$ cat src/rtl/nfcs_pkg.sv
package nfcs_pkg;
  // unlock addresses and command codes
  localparam logic [18:0] NFCS_ADDR_UNLOCK1 = 19'h00555;
  localparam logic [18:0] NFCS_ADDR_UNLOCK2 = 19'h002AA;
  localparam logic [18:0] NFCS_ADDR_QUERY = 19'h000AA;
  localparam logic [18:0] NFCS_ADDR_ANY = 19'h00000;
  localparam logic [7:0] NFCS_CMD_UNLOCK1 = 8'hAA;
  localparam logic [7:0] NFCS_CMD_UNLOCK2 = 8'h55;
  localparam logic [7:0] NFCS_CMD_PROGRAM = 8'hA0;
  localparam logic [7:0] NFCS_CMD_ERASE_SETUP = 8'h80;
  localparam logic [7:0] NFCS_CMD_CHIP_ERASE = 8'h10;
  localparam logic [7:0] NFCS_CMD_SECTOR_ERASE = 8'h30;
  localparam logic [7:0] NFCS_CMD_AUTOSELECT = 8'h90;
  localparam logic [7:0] NFCS_CMD_RESET = 8'hF0;
  localparam logic [7:0] NFCS_CMD_QUERY = 8'h98;
  localparam logic [7:0] NFCS_CMD_SUSPEND = 8'hB0;
  localparam logic [7:0] NFCS_CMD_RESUME = 8'h30;
  // operation codes written by software
  localparam logic [3:0] NFCS_OP_PROGRAM = 4'h1;
  localparam logic [3:0] NFCS_OP_CHIP_ERASE = 4'h2;
  localparam logic [3:0] NFCS_OP_SECTOR_ERASE = 4'h3;
  localparam logic [3:0] NFCS_OP_AUTOSELECT = 4'h4;
  localparam logic [3:0] NFCS_OP_QUERY = 4'h5;
  localparam logic [3:0] NFCS_OP_RESET = 4'h6;
  localparam logic [3:0] NFCS_OP_SUSPEND = 4'h7;
  localparam logic [3:0] NFCS_OP_RESUME = 4'h8;
  localparam logic [3:0] NFCS_OP_READ = 4'h9;
  localparam logic [3:0] NFCS_OP_ADD_SECTOR = 4'hA;
  // apb register offsets
  localparam logic [11:0] NFCS_REG_CTRL = 12'h000;
  localparam logic [11:0] NFCS_REG_ADDR = 12'h004;
  localparam logic [11:0] NFCS_REG_WDATA = 12'h008;
  localparam logic [11:0] NFCS_REG_STATUS = 12'h00C;
  localparam logic [11:0] NFCS_REG_RDATA = 12'h010;
  // status byte bit positions
  localparam int NFCS_BIT_POLL = 7;
  localparam int NFCS_BIT_TOGGLE = 6;
  localparam int NFCS_BIT_FAIL = 5;
  localparam int NFCS_BIT_WINDOW = 3;
  localparam int NFCS_BIT_SECT = 2;
  // bus cycle timing, in 40 ns clock cycles per phase
  localparam int NFCS_CLK_NS = 40;
  localparam int NFCS_PHASE_NS = 80;
  localparam logic [3:0] NFCS_PHASE_CYC =
    4'((NFCS_PHASE_NS + NFCS_CLK_NS - 1) / NFCS_CLK_NS);
  localparam logic [2:0] NFCS_SEQ_MAX = 3'd6;
endpackage : nfcs_pkg

$ cat src/rtl/nfcs_bus_cycle.sv
`timescale 1ns/1ps
// one flash bus write or read cycle on the asynchronous pins
module nfcs_bus_cycle
  import nfcs_pkg::*;
(
  input wire logic clock_i,
  input wire logic resetn_i,
  input wire logic clk_en_i,
  input wire logic start_i,
  input wire logic write_i,
  input wire logic [18:0] addr_i,
  input wire logic [7:0] data_i,
  output logic busy_o,
  output logic done_o,
  output logic [7:0] rdata_o,
  output logic [18:0] fl_addr_o,
  output logic fl_ce_n_o,
  output logic fl_we_n_o,
  output logic fl_oe_n_o,
  output logic [7:0] fl_dq_o,
  output logic fl_dq_oe_o,
  input wire logic [7:0] fl_dq_i
);
  typedef enum logic [1:0] {NFCS_BC_IDLE, NFCS_BC_SETUP, NFCS_BC_STROBE, NFCS_BC_HOLD} nfcs_bc_t;
  nfcs_bc_t state_q;
  logic [3:0] cnt_q;
  logic wr_q;

  // phase sequencer; ce and we fall together and rise together
  always_ff @(posedge clock_i) begin
    if (!resetn_i) begin
      state_q <= NFCS_BC_IDLE;
      cnt_q <= 4'h0;
      wr_q <= 1'b0;
      done_o <= 1'b0;
    end else if (clk_en_i) begin
      done_o <= 1'b0;
      case (state_q)
        NFCS_BC_IDLE: begin
          if (start_i) begin
            state_q <= NFCS_BC_SETUP;
            wr_q <= write_i;
            cnt_q <= NFCS_PHASE_CYC;
          end
        end
        NFCS_BC_SETUP: begin
          state_q <= NFCS_BC_STROBE;
          cnt_q <= NFCS_PHASE_CYC;
        end
        NFCS_BC_STROBE: begin
          if (cnt_q <= 4'h1) begin
            state_q <= NFCS_BC_HOLD;
          end else begin
            cnt_q <= cnt_q - 4'h1;
          end
        end
        NFCS_BC_HOLD: begin
          state_q <= NFCS_BC_IDLE;
          done_o <= 1'b1;
        end
        default: state_q <= NFCS_BC_IDLE;
      endcase
    end
  end

  // strobes together, data held past rise
  // pin drive; oe stays high during writes so the cycle counts as a write
  always_ff @(posedge clock_i) begin
    if (!resetn_i) begin
      fl_addr_o <= 19'h00000;
      fl_dq_o <= 8'h00;
      fl_dq_oe_o <= 1'b0;
      fl_ce_n_o <= 1'b1;
      fl_we_n_o <= 1'b1;
      fl_oe_n_o <= 1'b1;
      rdata_o <= 8'h00;
    end else if (clk_en_i) begin
      if (state_q == NFCS_BC_IDLE && start_i) begin
        fl_addr_o <= addr_i;
        fl_dq_o <= data_i;
        fl_dq_oe_o <= write_i;
      end
      fl_ce_n_o <= !(state_q == NFCS_BC_SETUP || state_q == NFCS_BC_STROBE);
      fl_we_n_o <= !(wr_q && (state_q == NFCS_BC_SETUP || state_q == NFCS_BC_STROBE));
      fl_oe_n_o <= !(!wr_q && (state_q == NFCS_BC_SETUP || state_q == NFCS_BC_STROBE));
      if (state_q == NFCS_BC_STROBE && cnt_q <= 4'h1 && !wr_q) begin
        rdata_o <= fl_dq_i;
      end
      // release data one cycle after the strobes rise, so it never moves under them
      if (state_q == NFCS_BC_IDLE && !start_i) begin
        fl_dq_oe_o <= 1'b0;
      end
    end
  end

  assign busy_o = (state_q != NFCS_BC_IDLE);
endmodule : nfcs_bus_cycle

$ cat src/rtl/nfcs_top.sv
// The placing of the registers and the APB interface to the registers were chosen for this implementation.
`timescale 1ns/1ps
// Function
// - program: AA 555, 55 2AA, A0 555, data
// - chip erase: unlock, 80, unlock, 10
// - sector erase: sixth write 30 at sector
// - only defined command codes are issued
// - after failure host must issue reset
// - autoselect and query left by reset
// - device latches address and data on strobes
module nfcs_top
  import nfcs_pkg::*;
(
  input wire logic clock_i,
  input wire logic resetn_i,
  input wire logic clk_en_i,
  input wire logic psel_i,
  input wire logic penable_i,
  input wire logic pwrite_i,
  input wire logic [11:0] paddr_i,
  input wire logic [31:0] pwdata_i,
  output logic [31:0] prdata_o,
  output logic pready_o,
  output logic pslverr_o,
  output logic [18:0] fl_addr_o,
  output logic fl_ce_n_o,
  output logic fl_we_n_o,
  output logic fl_oe_n_o,
  output logic [7:0] fl_dq_o,
  output logic fl_dq_oe_o,
  input wire logic [7:0] fl_dq_i
);
  typedef enum logic [1:0] {NFCS_IDLE, NFCS_ISSUE, NFCS_WAIT} nfcs_state_t;
  nfcs_state_t state_q;
  logic [3:0] op_q;
  logic [18:0] addr_q;
  logic [7:0] wdata_q;
  logic [7:0] rdata_q;
  logic [7:0] prev_q;
  logic toggled_q;
  logic [2:0] step_q;
  logic [2:0] len_q;
  logic bc_start;
  logic bc_write;
  logic [18:0] bc_addr;
  logic [7:0] bc_data;
  logic bc_busy;
  logic bc_done;
  logic [7:0] bc_rdata;
  logic apb_wr;
  logic apb_rd;
  logic go;

  // fixed sequences per operation, one entry per write step
  function automatic logic [26:0] nfcs_step(input logic [3:0] op, input logic [2:0] step,
                                            input logic [18:0] a, input logic [7:0] d);
    logic [26:0] r;
    r = {NFCS_ADDR_ANY, NFCS_CMD_RESET};
    case (op)
      NFCS_OP_RESET: r = {NFCS_ADDR_ANY, NFCS_CMD_RESET};
      NFCS_OP_QUERY: r = {NFCS_ADDR_QUERY, NFCS_CMD_QUERY};
      NFCS_OP_SUSPEND: r = {NFCS_ADDR_ANY, NFCS_CMD_SUSPEND};
      NFCS_OP_RESUME: r = {NFCS_ADDR_ANY, NFCS_CMD_RESUME};
      NFCS_OP_ADD_SECTOR: r = {a, NFCS_CMD_SECTOR_ERASE};
      default: begin
        case (step)
          3'd0: r = {NFCS_ADDR_UNLOCK1, NFCS_CMD_UNLOCK1};
          3'd1: r = {NFCS_ADDR_UNLOCK2, NFCS_CMD_UNLOCK2};
          3'd2: r = {NFCS_ADDR_UNLOCK1, (op == NFCS_OP_PROGRAM) ? NFCS_CMD_PROGRAM :
                     (op == NFCS_OP_AUTOSELECT) ? NFCS_CMD_AUTOSELECT : NFCS_CMD_ERASE_SETUP};
          3'd3: r = (op == NFCS_OP_PROGRAM) ? {a, d} : {NFCS_ADDR_UNLOCK1, NFCS_CMD_UNLOCK1};
          3'd4: r = {NFCS_ADDR_UNLOCK2, NFCS_CMD_UNLOCK2};
          default: r = (op == NFCS_OP_CHIP_ERASE) ? {NFCS_ADDR_UNLOCK1, NFCS_CMD_CHIP_ERASE} :
                       {a, NFCS_CMD_SECTOR_ERASE};
        endcase
      end
    endcase
    return r;
  endfunction : nfcs_step

  // number of bus cycles in each sequence; read is a single read cycle
  function automatic logic [2:0] nfcs_len(input logic [3:0] op);
    case (op)
      NFCS_OP_PROGRAM: return 3'd4;
      NFCS_OP_CHIP_ERASE: return NFCS_SEQ_MAX;
      NFCS_OP_SECTOR_ERASE: return NFCS_SEQ_MAX;
      NFCS_OP_AUTOSELECT: return 3'd3;
      NFCS_OP_READ: return 3'd1;
      default: return 3'd1;
    endcase
  endfunction : nfcs_len

  function automatic logic nfcs_valid(input logic [3:0] op);
    return (op >= NFCS_OP_PROGRAM) && (op <= NFCS_OP_ADD_SECTOR);
  endfunction : nfcs_valid

  assign apb_wr = psel_i && penable_i && pwrite_i;
  assign apb_rd = psel_i && penable_i && !pwrite_i;
  assign pready_o = 1'b1;
  assign pslverr_o = 1'b0;
  assign go = clk_en_i && apb_wr && paddr_i == NFCS_REG_CTRL && state_q == NFCS_IDLE &&
              nfcs_valid(pwdata_i[3:0]);

  // address and data registers
  always_ff @(posedge clock_i) begin
    if (!resetn_i) begin
      addr_q <= 19'h00000;
      wdata_q <= 8'h00;
    end else if (clk_en_i && apb_wr) begin
      if (paddr_i == NFCS_REG_ADDR) begin
        addr_q <= pwdata_i[18:0];
      end
      if (paddr_i == NFCS_REG_WDATA) begin
        wdata_q <= pwdata_i[7:0];
      end
    end
  end

  // sequence engine
  always_ff @(posedge clock_i) begin
    if (!resetn_i) begin
      state_q <= NFCS_IDLE;
      op_q <= 4'h0;
      step_q <= 3'd0;
      len_q <= 3'd1;
    end else if (clk_en_i) begin
      case (state_q)
        NFCS_IDLE: begin
          if (go) begin
            op_q <= pwdata_i[3:0];
            len_q <= nfcs_len(pwdata_i[3:0]);
            step_q <= 3'd0;
            state_q <= NFCS_ISSUE;
          end
        end
        NFCS_ISSUE: begin
          if (!bc_busy) begin
            state_q <= NFCS_WAIT;
          end
        end
        NFCS_WAIT: begin
          if (bc_done) begin
            if (step_q + 3'd1 >= len_q) begin
              state_q <= NFCS_IDLE;
            end else begin
              step_q <= step_q + 3'd1;
              state_q <= NFCS_ISSUE;
            end
          end
        end
        default: state_q <= NFCS_IDLE;
      endcase
    end
  end

  assign bc_start = (state_q == NFCS_ISSUE) && !bc_busy;
  assign bc_write = (op_q != NFCS_OP_READ);
  assign {bc_addr, bc_data} = (op_q == NFCS_OP_READ) ? {addr_q, 8'h00} :
                              nfcs_step(op_q, step_q, addr_q, wdata_q);

  // read capture; toggle flag compares bit 6 of consecutive reads
  always_ff @(posedge clock_i) begin
    if (!resetn_i) begin
      rdata_q <= 8'h00;
      prev_q <= 8'h00;
      toggled_q <= 1'b0;
    end else if (clk_en_i && bc_done && op_q == NFCS_OP_READ) begin
      prev_q <= rdata_q;
      rdata_q <= bc_rdata;
      toggled_q <= (bc_rdata[NFCS_BIT_TOGGLE] != rdata_q[NFCS_BIT_TOGGLE]);
    end
  end

  // register read mux
  always_ff @(posedge clock_i) begin
    if (!resetn_i) begin
      prdata_o <= 32'h00000000;
    end else if (clk_en_i && psel_i && !penable_i && !pwrite_i) begin
      case (paddr_i)
        NFCS_REG_CTRL: prdata_o <= {28'h0000000, op_q};
        NFCS_REG_ADDR: prdata_o <= {13'h0000, addr_q};
        NFCS_REG_WDATA: prdata_o <= {24'h000000, wdata_q};
        NFCS_REG_STATUS: prdata_o <= {22'h000000, rdata_q[NFCS_BIT_FAIL], toggled_q,
                                      prev_q[NFCS_BIT_TOGGLE], rdata_q[NFCS_BIT_TOGGLE],
                                      rdata_q[NFCS_BIT_WINDOW], rdata_q[NFCS_BIT_SECT],
                                      rdata_q[NFCS_BIT_POLL], 2'b00,
                                      (state_q != NFCS_IDLE)};
        NFCS_REG_RDATA: prdata_o <= {16'h0000, prev_q, rdata_q};
        default: prdata_o <= 32'h00000000;
      endcase
    end
  end

  nfcs_bus_cycle u_cycle (
    .clock_i(clock_i),
    .resetn_i(resetn_i),
    .clk_en_i(clk_en_i),
    .start_i(bc_start),
    .write_i(bc_write),
    .addr_i(bc_addr),
    .data_i(bc_data),
    .busy_o(bc_busy),
    .done_o(bc_done),
    .rdata_o(bc_rdata),
    .fl_addr_o(fl_addr_o),
    .fl_ce_n_o(fl_ce_n_o),
    .fl_we_n_o(fl_we_n_o),
    .fl_oe_n_o(fl_oe_n_o),
    .fl_dq_o(fl_dq_o),
    .fl_dq_oe_o(fl_dq_oe_o),
    .fl_dq_i(fl_dq_i)
  );
endmodule : nfcs_top

$ cat config.mk
export PLATFORM = sky130hd
export DESIGN_NAME = nfcs_top
export DESIGN_NICKNAME = d
export VERILOG_FILES = /design/src/rtl/nfcs_pkg.sv /design/src/rtl/nfcs_bus_cycle.sv /design/src/rtl/nfcs_top.sv
export SDC_FILE = /design/constraint.sdc
export NUM_CORES = 1
export LEC_CHECK = 0
export BUFFER_PORTS_ARGS = -buffer_cell sky130_fd_sc_hd__buf_2
export CORE_MARGIN = 4
export CORE_UTILIZATION = 50
export DETAILED_ROUTE_END_ITERATION = 10
export GPL_ROUTABILITY_DRIVEN = 0
export PLACE_DENSITY = 0.74
export SLEW_MARGIN = 0
export SYNTH_ARGS = -nofsm -noshare
export SYNTH_HDL_FRONTEND = slang
export SYNTH_SLANG_ARGS = --single-unit
$ cat constraint.sdc
create_clock -name clock_i -period 2.72 [get_ports clock_i]
set_input_delay 0.136 -clock clock_i [delete_from_list [all_inputs] [get_ports clock_i]]
set_output_delay 0.136 -clock clock_i [all_outputs]
set_load 0.03 [all_outputs]
==> reports/results.ini, run 1 <==
[run_status]
status=completed

[routing]
met2_length_mm=7.25
routedWlPerCell_um=16.4
met3_length_mm=1.17
ant_nets=0
routed_wl_mm=15.4
avgViaCountPerCell=5.73
m1WireLength_mm=6.71
drc=0
first_pass_iters=5
drt_iter0_drc=411
dr_total_vias=5390
highest_layer=met4

[worst_setup_path]
startpoint_type=flip-flop
cp_cell_sequence=or4b_2 -> a211oi_1 -> nor2_1 -> a2bb2oi_1 -> o221a_2
crit_slowest_cell=or4b_2
r2r_cells=5
end_kind=flip-flop
crit_required_ns=3.02
reg2reg_from=op_q[1]$_SDFFE_PN0P_
crit_arrival_ns=2.65
regToRegSetupSlack_ns=0.37
path_max_fanout=14
r2r_end=u_cycle.fl_dq_o[7]$_SDFFE_PN0P_
max_stage_delay_ns=0.81
critical_path_class=flip-flop to flip-flop

[sta]
fin_tns_setup_ns=0
fin_crit_sh=0.864
fin_ws_ns=0.370
rsz0062_at_grt=false
fmax_mhz=426
hold_violations=0
clock_skew_ns=0.00800
tightest_slew_ns=0.771
final-max-slew-violation-count=0
finalSetupViolations=0
relSlewSlack=0.484
period_needed_ns=2.35

[logic_synthesis]
mappedNetlistArea_um2=5750
async_flop_share=0
synth_cell_types=64
synth-compound-area-share=0.205
synthCells=689
synth_edf_count=0
synth_ff_type=dfxtp_1
synth-xor-area-share=0.00152
synth_top_family_by_area=compound AO/OA/AOI/OAI gates
ys_ff_latch=122
syn_area_per_cell_um2=8.35
yosys_warnings=0
synth.area.mux_share=0.0616
synthSimpleGateAreaFrac=0.205
synth_seq_area_share=0.425
synth_adder_area_share=0.0283

[global_routing]
overflow=0
grt_pass1_vias=4837
grt_pass1_wl_mm=24.3
grt_start_max_net_pins=85
grt_use_total=0.232
antenna_found_initial=0

[clock_tree]
numCtsBuffers=17
cts_resized=0
clkLatencyLatePin_ns=0.42
cts.sinks=122
path_clk_slew_ns=0.05
clock_path_buffers=2
cts_tree=built
post_cts_buffers=0
root_buffer=clkbuf_16
htreeDepth=4

[floorplanning]
initial_core_util=0.521
die_h_um=115
io_pins=123
core-area_um2=11000
dieWidth_um=115
row_count=38
die-area_um2=13300

[worst_hold_path]
whs_endpoint=addr_q[3]$_SDFFE_PN0P_
min-delay-start=pwdata_i[3]
min_path_cells=3
holdCritPathClass=input pin to flip-flop

[placed_design]
port_buffers=94
place_area_um2=6210
dp_hpwl_mm=10.5
dp_slack_ns=0.414

[layout]
area_growth_pct=23.0
final_nets=861
n_antenna_cell=0
nFillCells=907
post_route_cells_drive_above_1_share=0.206
fin_area_um2=7070

[power]
vdd_drop_max_v=0.000665
power_density_nw_per_um2=619
p_leak_nw=2.89

[run]
maxCapViolCount=0

registers in the layout, indices dropped and copies added, names as in the netlist, 2 cells and up:
| register | cells |
|---|---|
| u_cycle.fl_dq_o | 8 |
| rdata_q | 8 |
| u_cycle.rdata_o | 8 |
| addr_q | 19 |
| step_q | 3 |
| state_q | 2 |
| prdata_o | 19 |
| len_q | 3 |
| wdata_q | 8 |
| op_q | 4 |
| u_cycle.cnt_q | 4 |
| u_cycle.fl_addr_o | 19 |
| u_cycle.state_q | 2 |
| prev_q | 8 |
logic make-up after synthesis:
| group | after synthesis |
|---|---|
| AO/OA/AOI/OAI | 189 |
| flip-flops | 122 |
| buffers and inverters | 80 |
| adder cells (fa/ha/maj) | 13 |
| XOR/XNOR | 1 |
| other | 2 |
| multiplexers | 32 |
| AND/OR/NAND/NOR | 250 |
critical path: cells and delay by family (launching register included):
family	cells	cell delay, ns
AO/OA/AOI/OAI	3	0.87
flip-flops	1	0.47
AND/OR/NAND/NOR	2	0.89
cells in the mapped netlist (8+ instances only):
cell / count / area (um2)
a22oi_1: 11 / 82.6
clkbuf_1: 40 / 150
inv_1: 18 / 67.6
o31ai_1: 11 / 82.6
a211oi_1: 8 / 60.1
nand2b_1: 9 / 56.3
buf_4: 15 / 113
a21oi_1: 54 / 270
dfxtp_1: 122 / 2440
mux2i_1: 23 / 230
o21ai_0: 58 / 290
nand2_1: 111 / 417
nand3_1: 40 / 200
ha_1: 13 / 163
nor2_1: 47 / 176
area by class of cell:
class	instances	area (um2)	share of cell area
repair buffers	131	818	0.116
flip-flops and latches	122	2440	0.345
clock buffers	21	460	0.0651
clock inverters	9	170	0.0241
well taps	140	175	0.0248
multi-input cells	500	2940	0.416
inverters	18	67.6	0.00955
per-layer routing:
metal  GRT usage  vias to the layer above
li1            -                     2616
met1       0.315                     2508
met2       0.363                      238
met3      0.0458                       28
met4      0.0962                        0
met5           0                        -
through the flow:
step,utilization,power [mW],hold slack [ns],instances
after floorplan,-,1.94,0.266,702
after global placement,0.563,1.97,0.356,888
after detailed placement,0.563,1.98,0.366,888
after CTS,0.641,4.40,0.0751,941
after global routing,0.641,4.50,0.101,941
final,0.641,4.38,0.0863,941
layout by cell type, fill, tap and decap left out, types with 5 or more instances in the layout:
cell type	synthesis	routed
a31o_2	5	5
nand2_1	111	111
ha_1	13	13
dlygate4sd3_1	0	23
a211oi_1	8	8
o31ai_1	11	11
a22oi_1	11	11
buf_2	1	94
nand2b_1	9	9
inv_1	18	18
mux2i_1	23	23
mux2_2	7	7
nor2b_1	7	7
o21ai_0	58	58
buf_4	15	13
a21oi_1	54	54
nor3_1	6	6
bufinv_16	0	5
nand3_1	40	40
nor2_1	47	47
clkbuf_16	0	17
conb_1	2	15
dfxtp_1	122	122
worst max-delay path by stage:
stage,start,end,cells past startpoint
global placement,paddr_i[0],wdata_q[5]$_SDFFE_PN0P_,6
finish,op_q[1]$_SDFFE_PN0P_,u_cycle.fl_dq_o[7]$_SDFFE_PN0P_,5
floorplan,paddr_i[0],wdata_q[3]$_SDFFE_PN0P_,7
global route,op_q[1]$_SDFFE_PN0P_,u_cycle.fl_dq_o[7]$_SDFFE_PN0P_,5
detailed placement,paddr_i[0],wdata_q[4]$_SDFFE_PN0P_,6
CTS,op_q[1]$_SDFFE_PN0P_,u_cycle.fl_dq_o[7]$_SDFFE_PN0P_,5
what timing repair did:
item / CTS / global route
hold endpoints to repair: 26 / 0
hold buffers: 23 / 0
setup endpoints to repair: 0 / 0
power by group:
group / leakage (nW) / internal, mW / switching, mW
Sequential: 0.982 / 1.79 / 0.000655
Clock: 0.313 / 1.65 / 0.758
Combinational: 1.59 / 0.0647 / 0.112
Power figures use the tool's default switching activity.
==> inputs of run 2 (changes only) <==
--- a/config.mk
+++ b/config.mk
@@ -5,12 +5,14 @@
 export SDC_FILE = /design/constraint.sdc
 export NUM_CORES = 1
 export LEC_CHECK = 0
+export ABC_AREA = 1
 export BUFFER_PORTS_ARGS = -buffer_cell sky130_fd_sc_hd__buf_2
 export CORE_MARGIN = 4
 export CORE_UTILIZATION = 50
 export DETAILED_ROUTE_END_ITERATION = 10
 export GPL_ROUTABILITY_DRIVEN = 0
 export PLACE_DENSITY = 0.74
+export RECOVER_POWER = 100
 export SLEW_MARGIN = 0
 export SYNTH_ARGS = -nofsm -noshare
 export SYNTH_HDL_FRONTEND = slang
==> reports/results.ini, run 2 <==
[clock_tree]
clkLatencyLatePin_ns=0.42  ; about the same
htreeDepth=4  ; unchanged
post_cts_buffers=0  ; unchanged
root_buffer=clkbuf_16
clock_path_buffers=2  ; unchanged
numCtsBuffers=17  ; unchanged
path_clk_slew_ns=0.06  ; about the same
cts.sinks=122  ; unchanged
cts_resized=0  ; unchanged
cts_hold_buf=14  ; -39%
cts_tree=built

[logic_synthesis]
yosysMostFrequentCell=nand2_1
mappedNetlistArea_um2=5730  ; -0.46%
synth_edf_count=0  ; unchanged
ys_ff_latch=122  ; unchanged
syn_area_per_cell_um2=7.04  ; -16%
synthCells=813  ; +18%
netlist.area_leader.share=0.427  ; +0.00195
netlist_top_cells_area=dfxtp_1 (43%), nand2_1 (11%), a21oi_1 (8.7%), o21ai_0 (8.6%), inv_1 (5.9%)
synth_cell_types=34  ; -47%
synth_common_cells=nand2_1 (171), dfxtp_1 (122), a21oi_1 (100)
synth_ff_type=dfxtp_1
synth_top_cell_by_area=dfxtp_1
yosys_warnings=0  ; unchanged
synth_seq_area_share=0.427  ; +0.00195
async_flop_share=0  ; unchanged

[routing]
first_pass_iters=5  ; unchanged
routed_wl_mm=14.8  ; -3.9%
drc=0  ; unchanged
dr_total_vias=5571  ; +3.4%
drt_iter0_drc=396  ; -3.6%
ant_nets=0  ; unchanged
routedWlPerCell_um=13.8  ; -16%
avgViaCountPerCell=5.20  ; -9.3%

[worst_setup_path]
crit_buf_inv=1  ; +1
crit_slowest_cell=o21ai_1
cp_cell_sequence=inv_1 -> ha_1 -> nand2_1 -> nand2_1 -> o21ai_1 -> nand3_1 -> nand2_1 -> nand2_1 -> a21oi_1
r2r_cells=9  ; +4
r2r_end=u_cycle.fl_addr_o[9]$_SDFFE_PN0P_
startpoint_type=flip-flop
cp_num_cells=9  ; +4
reg2reg_from=step_q[0]$_SDFFE_PN0P_
critical_path.top_delay_family=simple AND/OR/NAND/NOR gates
max_stage_delay_ns=0.46  ; -0.35 ns
path_max_fanout=13  ; -1
crit_arrival_ns=2.62  ; -0.03 ns
timing.critical_path.from=step_q[0]$_SDFFE_PN0P_
end_kind=flip-flop
critPathCapture=u_cycle.fl_addr_o[9]$_SDFFE_PN0P_
critPathMostFrequentCell=nand2_1
regToRegSetupSlack_ns=0.45  ; +0.08 ns
critical_path_class=flip-flop to flip-flop
crit_required_ns=3.07  ; +0.05 ns

[worst_hold_path]
min-delay-start=pwdata_i[8]
holdCritPathClass=input pin to flip-flop

[sta]
clock_skew_ns=0.00896  ; +0.000957 ns
final-max-slew-violation-count=0  ; unchanged
finalSetupViolations=0  ; unchanged
fin_tns_setup_ns=0  ; unchanged
hold_violations=0  ; unchanged
tightest_slew_ns=0.832  ; +0.0606 ns
rsz0062_at_grt=false
period_needed_ns=2.27  ; -0.0780 ns
fin_crit_sh=0.835  ; -0.0287
relSlewSlack=0.446  ; -0.0385
fmax_mhz=440  ; +3.4%

[global_routing]
grt_use_total=0.227  ; -0.00492
antenna_found_initial=0  ; unchanged
grt_start_max_net_pins=76  ; -11%
overflow=0  ; unchanged
grt_pass1_wl_mm=24.0  ; -1.2%
grt_pass1_vias=5021  ; +3.8%

[layout]
post_route_cells_drive_above_1_share=0.0944  ; -0.112
layout_common_cells=nand2_1 (175), dfxtp_1 (122), a21oi_1 (101), o21ai_0 (99), inv_1 (92)
largestRegisters=addr_q (19), prdata_o (19), u_cycle.fl_addr_o (19)
area_growth_pct=19.9
mostFrequentLayoutCell=nand2_1
nFillCells=1036  ; +14%
n_antenna_cell=0  ; unchanged
final_nets=990  ; +15%

[floorplanning]
die-area_um2=13200  ; -0.42%
dieWidth_um=115  ; -0.21%
io_pins=123  ; unchanged
initial_core_util=0.519  ; -0.00238
row_count=38  ; unchanged
core-area_um2=11000  ; unchanged
die_h_um=115  ; -0.21%

[run_status]
status=completed

[power]
p_total_mw=4.27  ; -2.5%
vdd_drop_max_v=0.000565  ; -15%
power_density_nw_per_um2=622  ; +0.46%
p_leak_nw=2.88  ; -0.40%

[run]
maxCapViolCount=0  ; unchanged

[placed_design]
dp_hpwl_mm=10.5  ; -0.41%
port_buffers=94  ; unchanged

run 2: per-stage QoR:
step	util	setup WS, ns	instance area [um2]	hold WS, ns	std cells
CTS	0.636	0.562	7020	0.00329	1072
global route	0.622	0.238	6860	0.0153	1072
floorplan	-	0.765	5770	0.271	826
detailed placement	0.568	0.581	6270	0.364	1026
global placement	0.568	0.607	6270	0.355	1026
finish	0.622	0.448	6860	0.0163	1072
run 2: logic make-up after synthesis:
| logic type | synth area share |
|---|---|
| other | 0.00131 |
| buffers and inverters | 0.103 |
| AO/OA/AOI/OAI | 0.197 |
| XOR/XNOR | 0.00153 |
| flip-flops | 0.427 |
| AND/OR/NAND/NOR | 0.242 |
| adder cells (fa/ha/maj) | 0.0284 |
run 2: how the worst min path moves through the flow:
stage | to | slack [ns] | cells past startpoint
after floorplan | u_cycle.rdata_o[0]$_SDFFE_PN0P_ | 0.27 | 2
after global placement | u_cycle.rdata_o[1]$_SDFFE_PN0P_ | 0.36 | 3
after detailed placement | u_cycle.rdata_o[2]$_SDFFE_PN0P_ | 0.36 | 3
after CTS | addr_q[13]$_SDFFE_PN0P_ | 0.003 | 3
after global routing | addr_q[11]$_SDFFE_PN0P_ | 0.02 | 3
final | addr_q[8]$_SDFFE_PN0P_ | 0.02 | 3
run 2: final cells by class:
type / count / area [um2] / area share
Tap cell: 140 / 175 / 0.0255
Timing Repair Buffer: 118 / 602 / 0.0877
Sequential cell: 122 / 2440 / 0.356
Clock inverter: 14 / 174 / 0.0253
Multi-Input combinational cell: 563 / 2670 / 0.389
Clock buffer: 18 / 439 / 0.0640
Inverter: 97 / 364 / 0.0531
run 2: metal layers:
metal | routed length [um] | track usage | part of all wire
met1 | 6950 | 0.316 | 0.47
met2 | 6530 | 0.347 | 0.44
met3 | 1070 | 0.0511 | 0.072
met4 | 282 | 0.0822 | 0.019
met5 | 0 | 0 | 0
run 2: worst register-to-register path, cell delays in order, from the launching register on:
cell and delay, ns:
dfxtp_1 0.39, inv_1 0.12, ha_1 0.21, nand2_1 0.10, nand2_1 0.10, o21ai_1 0.46
nand3_1 0.13, nand2_1 0.37, nand2_1 0.18, a21oi_1 0.15
run 2: power breakdown:
part	leakage (nW)	switching [mW]	internal, mW
sequential	0.983	0.00175	1.79
combinational	1.61	0.120	0.0567
clock	0.288	0.834	1.46
